==> config.mk <==
export PLATFORM = sky130hd
export DESIGN_NAME = nvsq_sequencer
export DESIGN_NICKNAME = d
export VERILOG_FILES = /design/src/rtl/nvsq_pkg.sv /design/src/rtl/nvsq_sequencer.sv /design/src/rtl/nvsq_timer.sv
export VERILOG_INCLUDE_DIRS = /design/src /design/src/rtl
export SDC_FILE = /design/constraint.sdc
export NUM_CORES = 1
export LEC_CHECK = 0
export BUFFER_PORTS_ARGS = -buffer_cell sky130_fd_sc_hd__buf_2
export CORE_MARGIN = 5
export CORE_UTILIZATION = 38
export DETAILED_ROUTE_END_ITERATION = 12
export PLACE_DENSITY = 0.53
export SLEW_MARGIN = 20
export SYNTH_ARGS = -nofsm -noshare
export SYNTH_HDL_FRONTEND = slang
export SYNTH_SLANG_ARGS = --single-unit
==> constraint.sdc <==
create_clock -name clk -period 6 [get_ports clk]
set_input_delay 0.6 -clock clk [delete_from_list [all_inputs] [get_ports clk]]
set_output_delay 0.6 -clock clk [all_outputs]
set_load 0.05 [all_outputs]
==> src/rtl/nvsq_cfg.svh <==
// Timing constants and rule summary for the nonvolatile save and restore sequencer
// What this block does
// - Skip triggered save when no write pending
// - Keep access open one grace time, except after supply loss
// - Ignore memory requests while busy or low
// - Power-on restore done within variant time
// - Act on sequence command within latency
// - Save 8 ms, restore 600 us lockout
// - Access off while store-busy pin low, except in the grace time
// - Ready within 5 us after pin high
// - Enter sleep within 8 ms
// - Wake within variant time
// - Standby within 100 us after deselect; the timer starts only while not busy
`ifndef NVSQ_CFG_SVH
`define NVSQ_CFG_SVH

`define NVSQ_CLK_NS 100
`define NVSQ_ACCESS_GRACE_NS 25
`define NVSQ_SAVE_PULSE_MIN_NS 15
`define NVSQ_SEQ_CMD_LATENCY_US 500
`define NVSQ_SAVE_TIME_MS 8
`define NVSQ_RESTORE_TIME_US 600
`define NVSQ_PIN_READY_US 5
`define NVSQ_SLEEP_ENTRY_MS 8
`define NVSQ_STANDBY_ENTRY_US 100
`define NVSQ_POR_RESTORE_LOW_MS 40
`define NVSQ_POR_RESTORE_STD_MS 20
`define NVSQ_WAKE_LOW_MS 40
`define NVSQ_WAKE_STD_MS 20

// Longest times round down, none below one cycle
`define NVSQ_GRACE_CYC ((`NVSQ_ACCESS_GRACE_NS / `NVSQ_CLK_NS) > 0 ? \
    (`NVSQ_ACCESS_GRACE_NS / `NVSQ_CLK_NS) : 1)
`define NVSQ_SEQ_CMD_CYC ((`NVSQ_SEQ_CMD_LATENCY_US * 1000) / `NVSQ_CLK_NS)
`define NVSQ_SAVE_CYC ((`NVSQ_SAVE_TIME_MS * 1000000) / `NVSQ_CLK_NS)
`define NVSQ_RESTORE_CYC ((`NVSQ_RESTORE_TIME_US * 1000) / `NVSQ_CLK_NS)
`define NVSQ_PIN_READY_CYC ((`NVSQ_PIN_READY_US * 1000) / `NVSQ_CLK_NS)
`define NVSQ_SLEEP_CYC ((`NVSQ_SLEEP_ENTRY_MS * 1000000) / `NVSQ_CLK_NS)
`define NVSQ_STANDBY_CYC ((`NVSQ_STANDBY_ENTRY_US * 1000) / `NVSQ_CLK_NS)
`define NVSQ_POR_LOW_CYC ((`NVSQ_POR_RESTORE_LOW_MS * 1000000) / `NVSQ_CLK_NS)
`define NVSQ_POR_STD_CYC ((`NVSQ_POR_RESTORE_STD_MS * 1000000) / `NVSQ_CLK_NS)
`define NVSQ_WAKE_LOW_CYC ((`NVSQ_WAKE_LOW_MS * 1000000) / `NVSQ_CLK_NS)
`define NVSQ_WAKE_STD_CYC ((`NVSQ_WAKE_STD_MS * 1000000) / `NVSQ_CLK_NS)

`endif

==> src/rtl/nvsq_pkg.sv <==
// Types shared by the sequencer files
`default_nettype none
package nvsq_pkg;
    typedef enum logic [2:0] {
        NVSQ_CMD_NONE,
        NVSQ_CMD_SAVE,
        NVSQ_CMD_RESTORE,
        NVSQ_CMD_AUTO_EN,
        NVSQ_CMD_AUTO_DIS,
        NVSQ_CMD_SLEEP
    } nvsq_cmd_e;

    typedef struct packed {
        logic valid;
        nvsq_cmd_e cmd;
    } nvsq_cmd_s;

    typedef struct packed {
        logic rd;
        logic wr;
    } nvsq_mem_req_s;

    typedef struct packed {
        logic access_en;
        logic busy;
        logic sleeping;
        logic standby;
        logic auto_save_en;
        logic write_pending;
    } nvsq_status_s;
endpackage
`default_nettype wire

==> src/rtl/nvsq_sequencer.sv <==
// Nonvolatile save and restore sequencer top
`timescale 1ns/1ns
`default_nettype none
`include "nvsq_cfg.svh"
module nvsq_sequencer #(
    parameter bit LOW_VOLT_VARIANT = 1'b0,
    parameter int SAVE_CYC = `NVSQ_SAVE_CYC,
    parameter int RESTORE_CYC = `NVSQ_RESTORE_CYC,
    parameter int SEQ_CMD_CYC = `NVSQ_SEQ_CMD_CYC,
    parameter int PIN_READY_CYC = `NVSQ_PIN_READY_CYC,
    parameter int SLEEP_CYC = `NVSQ_SLEEP_CYC,
    parameter int STANDBY_CYC = `NVSQ_STANDBY_CYC,
    parameter int POR_CYC = LOW_VOLT_VARIANT ? `NVSQ_POR_LOW_CYC : `NVSQ_POR_STD_CYC,
    parameter int WAKE_CYC = LOW_VOLT_VARIANT ? `NVSQ_WAKE_LOW_CYC : `NVSQ_WAKE_STD_CYC
) (
    input wire logic clk,
    input wire logic nrst,
    input wire logic ce,
    input wire logic supply_ok,
    input wire logic cs_n,
    input wire nvsq_pkg::nvsq_cmd_s seq_cmd,
    input wire logic wake_req,
    input wire nvsq_pkg::nvsq_mem_req_s mem_req,
    input wire logic hardware_store_busy_pin_i,
    output logic hardware_store_busy_pin_o,
    output logic hardware_store_busy_pin_oe,
    output nvsq_pkg::nvsq_mem_req_s mem_grant,
    output logic nv_save_start,
    output logic nv_restore_start,
    output nvsq_pkg::nvsq_status_s status
);
    import nvsq_pkg::*;

    localparam int TW = 24;
    localparam int GRACE_CYC = `NVSQ_GRACE_CYC;

    // ------------------------------------------------------------
    // State
    // ------------------------------------------------------------
    typedef enum logic [3:0] {
        NVSQ_ST_POR,
        NVSQ_ST_IDLE,
        NVSQ_ST_CMD_WAIT,
        NVSQ_ST_GRACE,
        NVSQ_ST_SAVE,
        NVSQ_ST_RESTORE,
        NVSQ_ST_PIN_HELD,
        NVSQ_ST_PIN_READY,
        NVSQ_ST_SLEEP_ENTRY,
        NVSQ_ST_SLEEP,
        NVSQ_ST_WAKE,
        NVSQ_ST_LOW
    } nvsq_state_e;

    typedef struct packed {
        nvsq_state_e st;
        nvsq_cmd_e cmd;
        logic from_pin;
        logic from_power;
        logic write_pending;
        logic auto_save_en;
        logic standby;
        logic save_start;
        logic restore_start;
        logic [3:0] grace;
        logic supply_q;
    } nvsq_state_s;

    nvsq_state_s s_q;
    nvsq_state_s s_d;

    logic tmr_load;
    logic [TW-1:0] tmr_count;
    logic tmr_done;
    logic tmr_run;
    logic sb_load;
    logic sb_stop;
    logic sb_done;
    logic sb_run_w;
    logic pin_low;
    logic op_busy;

    function automatic logic [TW-1:0] cyc(input int n);
        cyc = (n < 1) ? TW'(1) : TW'(n);
    endfunction

    assign pin_low = !hardware_store_busy_pin_i;

    // ------------------------------------------------------------
    // Timers
    // ------------------------------------------------------------
    nvsq_timer #(.W(TW)) u_op_tmr (
        .clk(clk),
        .nrst(nrst),
        .en(ce),
        .load(tmr_load),
        .count(tmr_count),
        .stop(1'b0),
        .running(tmr_run),
        .done(tmr_done)
    );

    assign sb_load = !s_q.standby && cs_n && !op_busy && !sb_run_w;
    assign sb_stop = !cs_n;
    nvsq_timer #(.W(TW)) u_sb_tmr (
        .clk(clk),
        .nrst(nrst),
        .en(ce),
        .load(sb_load),
        .count(cyc(STANDBY_CYC)),
        .stop(sb_stop),
        .running(sb_run_w),
        .done(sb_done)
    );

    // ------------------------------------------------------------
    // Sequencing
    // ------------------------------------------------------------
    always_comb begin
        s_d = s_q;
        s_d.save_start = 1'b0;
        s_d.restore_start = 1'b0;
        s_d.supply_q = supply_ok;
        tmr_load = 1'b0;
        tmr_count = '0;
        if (mem_grant.wr) begin
            s_d.write_pending = 1'b1;
        end
        if (!cs_n) begin
            s_d.standby = 1'b0;
        end else if (sb_done) begin
            s_d.standby = 1'b1;
        end
        unique case (s_q.st)
            NVSQ_ST_POR: begin
                if (supply_ok && !s_q.supply_q) begin
                    tmr_load = 1'b1;
                    tmr_count = cyc(POR_CYC);
                    s_d.restore_start = 1'b1;
                end else if (tmr_done) begin
                    s_d.write_pending = 1'b0;
                    s_d.st = NVSQ_ST_IDLE;
                end
            end
            NVSQ_ST_IDLE: begin
                if (!supply_ok) begin
                    s_d.st = s_q.write_pending && s_q.auto_save_en ? NVSQ_ST_GRACE : NVSQ_ST_LOW;
                    s_d.cmd = NVSQ_CMD_SAVE;
                    s_d.from_power = 1'b1;
                    s_d.grace = 4'(GRACE_CYC);
                end else if (pin_low) begin
                    s_d.st = s_q.write_pending ? NVSQ_ST_GRACE : NVSQ_ST_PIN_HELD;
                    s_d.cmd = NVSQ_CMD_SAVE;
                    s_d.from_pin = 1'b1;
                    s_d.grace = 4'(GRACE_CYC);
                end else if (seq_cmd.valid && seq_cmd.cmd != NVSQ_CMD_NONE) begin
                    s_d.cmd = seq_cmd.cmd;
                    s_d.st = NVSQ_ST_CMD_WAIT;
                    tmr_load = 1'b1;
                    tmr_count = cyc(SEQ_CMD_CYC);
                end
            end
            NVSQ_ST_CMD_WAIT: begin
                if (tmr_done) begin
                    if (s_q.cmd == NVSQ_CMD_SLEEP) begin
                        s_d.st = NVSQ_ST_SLEEP_ENTRY;
                        tmr_load = 1'b1;
                        tmr_count = cyc(SLEEP_CYC);
                    end else begin
                        s_d.st = NVSQ_ST_GRACE;
                        s_d.grace = 4'(GRACE_CYC);
                    end
                end
            end
            NVSQ_ST_GRACE: begin
                if (s_q.grace <= 4'h1) begin
                    unique case (s_q.cmd)
                        NVSQ_CMD_SAVE: begin
                            s_d.st = NVSQ_ST_SAVE;
                            s_d.save_start = 1'b1;
                            tmr_load = 1'b1;
                            tmr_count = cyc(SAVE_CYC);
                        end
                        NVSQ_CMD_RESTORE: begin
                            s_d.st = NVSQ_ST_RESTORE;
                            s_d.restore_start = 1'b1;
                            tmr_load = 1'b1;
                            tmr_count = cyc(RESTORE_CYC);
                        end
                        NVSQ_CMD_AUTO_EN: begin
                            s_d.auto_save_en = 1'b1;
                            s_d.st = NVSQ_ST_IDLE;
                        end
                        default: begin
                            s_d.auto_save_en = 1'b0;
                            s_d.st = NVSQ_ST_IDLE;
                        end
                    endcase
                end else begin
                    s_d.grace = s_q.grace - 4'h1;
                end
            end
            NVSQ_ST_SAVE, NVSQ_ST_RESTORE: begin
                if (tmr_done) begin
                    s_d.write_pending = mem_grant.wr;
                    s_d.st = s_q.from_power ? NVSQ_ST_LOW :
                             s_q.from_pin ? NVSQ_ST_PIN_HELD : NVSQ_ST_IDLE;
                end
            end
            NVSQ_ST_PIN_HELD: begin
                if (!pin_low) begin
                    s_d.st = NVSQ_ST_PIN_READY;
                    tmr_load = 1'b1;
                    tmr_count = cyc(PIN_READY_CYC);
                end
            end
            NVSQ_ST_PIN_READY: begin
                if (tmr_done || !tmr_run) begin
                    s_d.from_pin = 1'b0;
                    s_d.st = NVSQ_ST_IDLE;
                end
            end
            NVSQ_ST_SLEEP_ENTRY: begin
                if (tmr_done) begin
                    s_d.st = NVSQ_ST_SLEEP;
                end
            end
            NVSQ_ST_SLEEP: begin
                if (wake_req) begin
                    s_d.st = NVSQ_ST_WAKE;
                    tmr_load = 1'b1;
                    tmr_count = cyc(WAKE_CYC);
                end
            end
            NVSQ_ST_WAKE: begin
                if (tmr_done) begin
                    s_d.st = NVSQ_ST_IDLE;
                end
            end
            NVSQ_ST_LOW: begin
                s_d.from_power = 1'b0;
                // Pin origin must not outlive a power cycle
                s_d.from_pin = 1'b0;
                if (supply_ok) begin
                    s_d.st = NVSQ_ST_POR;
                    s_d.supply_q = 1'b0;
                end
            end
        endcase
        // Supply loss overrides every state except idle, grace, save and low
        if (!supply_ok && s_q.st != NVSQ_ST_IDLE && s_q.st != NVSQ_ST_SAVE
            && s_q.st != NVSQ_ST_GRACE && s_q.st != NVSQ_ST_LOW) begin
            s_d.st = NVSQ_ST_LOW;
        end
    end

    always_ff @(posedge clk or negedge nrst) begin
        if (!nrst) begin
            s_q <= '{st: NVSQ_ST_POR, cmd: NVSQ_CMD_NONE, default: '0};
        end else if (ce) begin
            s_q <= s_d;
        end
    end

    // ------------------------------------------------------------
    // Access gating
    // ------------------------------------------------------------
    assign op_busy = !(s_q.st == NVSQ_ST_IDLE || s_q.st == NVSQ_ST_CMD_WAIT
                       || s_q.st == NVSQ_ST_GRACE);

    always_comb begin
        if (op_busy || !supply_ok || (pin_low && s_q.st != NVSQ_ST_GRACE)) begin
            mem_grant = '0;
        end else begin
            mem_grant = mem_req;
        end
    end

    // Pin driven low while the save runs
    assign hardware_store_busy_pin_o = 1'b0;
    assign hardware_store_busy_pin_oe = (s_q.st == NVSQ_ST_SAVE);
    assign nv_save_start = s_q.save_start;
    assign nv_restore_start = s_q.restore_start;

    always_comb begin
        status.access_en = !op_busy && supply_ok;
        status.busy = op_busy;
        status.sleeping = (s_q.st == NVSQ_ST_SLEEP);
        status.standby = s_q.standby;
        status.auto_save_en = s_q.auto_save_en;
        status.write_pending = s_q.write_pending;
    end
endmodule // nvsq_sequencer
`default_nettype wire

==> src/rtl/nvsq_timer.sv <==
// Loadable down counter with a done pulse
`timescale 1ns/1ns
`default_nettype none
module nvsq_timer #(
    parameter int W = 24
) (
    input wire logic clk,
    input wire logic nrst,
    input wire logic en,
    input wire logic load,
    input wire logic [W-1:0] count,
    input wire logic stop,
    output logic running,
    output logic done
);
    typedef struct packed {
        logic [W-1:0] cnt;
        logic run;
        logic done;
    } nvsq_tmr_s;

    nvsq_tmr_s s_q;
    nvsq_tmr_s s_d;

    always_comb begin
        s_d = s_q;
        s_d.done = 1'b0;
        if (stop) begin
            s_d.run = 1'b0;
        end else if (load) begin
            s_d.cnt = count;
            s_d.run = 1'b1;
        end else if (s_q.run) begin
            if (s_q.cnt <= W'(1)) begin
                s_d.run = 1'b0;
                s_d.done = 1'b1;
            end else begin
                s_d.cnt = s_q.cnt - W'(1);
            end
        end
    end

    always_ff @(posedge clk or negedge nrst) begin
        if (!nrst) begin
            s_q <= '0;
        end else if (en) begin
            s_q <= s_d;
        end
    end

    assign running = s_q.run;
    assign done = s_q.done;
endmodule // nvsq_timer
`default_nettype wire

==> qor.txt <==
Overall Global Routing Usage: 17.2%
CTS Buf Count: 9
Reg-to-reg slack, setup: 2.67 ns
CP Cell Sequence: nand4bb_1 -> or4_4 -> o2111ai_4 -> o31ai_2 -> buf_4 -> or4_1 -> a21oi_1
Vias per inst: 6.11
Leak Pwr: 2.08 nW
Die Y: 119 um
Hold buffer count at CTS: 0
CP max stage cell: dfrtp_1
Max Fclk: 0.301 GHz
R2r startpoint: s_q[15]$_DFFE_PN0P_
Hold Vio Cnt, Final: 0
CP Buf/Inv Count: 1
Post-Synthesis Net Count: 527
Largest net degree at the start of global routing: 72
Clock skew: 0.00907 ns
Placed inst area: 0.00464 sq mm
PD cells: 559 mW/mm^2
Final Cell Area: 0.00504 sq mm
# Post-CTS Setup Buffers: 0
Initial antenna violation count: 0
Drt wl/cell: 18.0 um
Iteration count of the initial detailed-routing pass: 7
FFs w/ async S/R, synth: 100%
Synth warn: 0
Hold Path Class: input port to asynchronous set/reset pin
Crit path kind: register to register
Yosys top cell by area: dfrtp_1
Final GP Congestion: 0.907
Util after Layout: 43.8%
Reg2reg end: u_op_tmr.s_q[23]$_DFFE_PN0P_
Total power: 2.82 mW
Ant. Diodes: 0
Total core area: 0.0115 sq mm
Die width: 119 um
Layout cells sized above 1: 12.3%
H-tree depth: 3
Synth Instances: 508
Post-synthesis sequential area ratio: 39.6%
Clk_lat worst skew: 0.35 ns
First-pass GRT wire length: 19600 um
CP Max Fanout: 20
Outcome: completed
Peak VDD IR: 0.270 mV
Post-synth cell types: 68
Period minus WS final: 3.33 ns
Setup tns final: 0 ns
Final ANT Viol Nets: 0
Via count of the first global-routing pass: 3716
Worst Setup SP: s_q[15]$_DFFE_PN0P_
Mapped Area: 0.00449 sq mm
Finish-stage setup viols: 0
Crit. End Element: register
Required @ worst endpoint: 6.26 ns
Via Count: 4045
Unrepaired setup endpoints after global routing: no
Clock buffer depth: 2
CTS tree: built
WL final: 11900 um
P&R area growth vs syn: 12.2%
Worst-margin pin slew: 1.01 ns
Post-synth EDFFs: 0
Max-Cap Viols: 0
Num rows: 39
# resized after CTS: 0
DIE AREA: 0.0141 sq mm
Top FF cell, synth: dfrtp_1
Count leader, synth: dfrtp_1
GRT Residual Overflow: 0
Post-synth top area share: 39.6%
Crit start category: register
Clock root buffer: clkbuf_16
Initial Util: 39.0%
Final nets: 533
Post-DP HPWL: 8150 um
Port-buffer cells: 23
Final Cycle Share: 55.4%
CP Data Arrival Time: 3.59 ns
Crit path max-delay family: simple AND/OR/NAND/NOR gates
Top post-synthesis cells by area: dfrtp_1, o21ai_0, nor2_1, a21oi_1, nand2_1
DRC: 0
Final Max Tran Viols: 0
Slew margin rel.: 31.9%
Clock sink count: 71
Syn_area_per_cell: 8.84 sq um
Top-level port count: 25
Post-synth top cells: dfrtp_1, nor2_1, o21ai_0, a21oi_1, nand2_1
Initial DRC Count: 345
Synthesized flop and latch total: 71
Worst-path clk slew: 0.06 ns
Critical Path Max Stage Delay: 0.70 ns
R2R depth: 7
flip-flops by register name, indices dropped and copies added, names as in the netlist:
name	cells
u_op_tmr.s_q	24
u_sb_tmr.s_q	24
s_q	14
status	3
nv_restore_start	1
nv_save_start	1
u_op_tmr.done	1
u_op_tmr.running	1
u_sb_tmr.done	1
u_sb_tmr.running	1
routing by layer:
layer	part of all wire (%)	wire (um)	up-vias	track usage [%]
met5	0	0	-	0
met4	2.1	245	0	7.17
met3	6.0	714	19	5.01
met2	44	5290	142	24.5
met1	47	5640	1956	24.2
li1	-	-	1928	-
area by class of cell:
cell class                 count  area [sq um]
fill                        1126          6480
multi-input combinational    385          2470
sequential                    71          1780
clock buffer                   9           225
tap                          143           179
clock inverter                 7           168
timing repair buffer          28           153
inverter                      19          71.3
worst max path at each step:
stage                                   end  slack (ns)  depth (start not counted)
2_1_floorplan  u_op_tmr.s_q[25]$_DFFE_PN0P_        2.15                          8
3_3_place_gp   u_sb_tmr.s_q[22]$_DFFE_PN0P_        2.74                          6
3_5_place_dp   u_sb_tmr.s_q[14]$_DFFE_PN0P_        2.71                          6
4_1_cts        u_op_tmr.s_q[23]$_DFFE_PN0P_        2.70                          7
5_1_grt        u_sb_tmr.s_q[22]$_DFFE_PN0P_        2.42                          6
6_report       u_op_tmr.s_q[23]$_DFFE_PN0P_        2.67                          7
cell usage in the layout (no fill, tap or decap), types with 4 or more instances in the layout:
cell / count
xnor2_1: 9
a31oi_1: 8
o31ai_1: 9
ha_1: 6
or4_1: 14
o22a_1: 5
or3_1: 13
nand4_1: 5
nor3_1: 17
or2_2: 4
a21oi_1: 33
nand3_1: 14
o2bb2ai_1: 6
nand2b_1: 9
o21ai_0: 39
dfrtp_1: 71
nor4_1: 15
a22o_1: 4
buf_4: 5
nor2_1: 52
o311ai_0: 5
clkbuf_16: 9
buf_2: 23
nand2_1: 30
bufinv_16: 5
xor2_1: 6
and3_1: 4
o22ai_1: 4
inv_1: 19
o211ai_1: 4
power breakdown:
part | total [mW] | switching, mW | internal (mW)
sequential | 0.865 | 0.227 | 0.638
clock | 0.719 | 0.226 | 0.493
combinational | 1.23 | 0.788 | 0.444
per-stage QoR:
step           cells  hold WS [ns]  setup slack (ns)
2_1_floorplan    508         0.304              2.15
4_1_cts          662         0.475              2.70
5_1_grt          662         0.480              2.42
6_report         662         0.467              2.67
3_5_place_dp     646         0.478              2.71
3_3_place_gp     646         0.478              2.74
cell families (layout without fill, tap and decap cells):
| logic type | Yosys count | count (layout) | synth area share, % |
|---|---|---|---|
| multiplexers | 5 | 5 | 1.17 |
| adder cells (fa/ha/maj) | 6 | 6 | 1.67 |
| buffers and inverters | 52 | 63 | 5.82 |
| AO/OA/AOI/OAI | 158 | 158 | 24.7 |
| XOR/XNOR | 15 | 15 | 2.92 |
| other | 1 | 1 | 0.0835 |
| AND/OR/NAND/NOR | 200 | 200 | 24.1 |
| flip-flops | 71 | 71 | 39.6 |
Power figures use the tool's default switching activity.
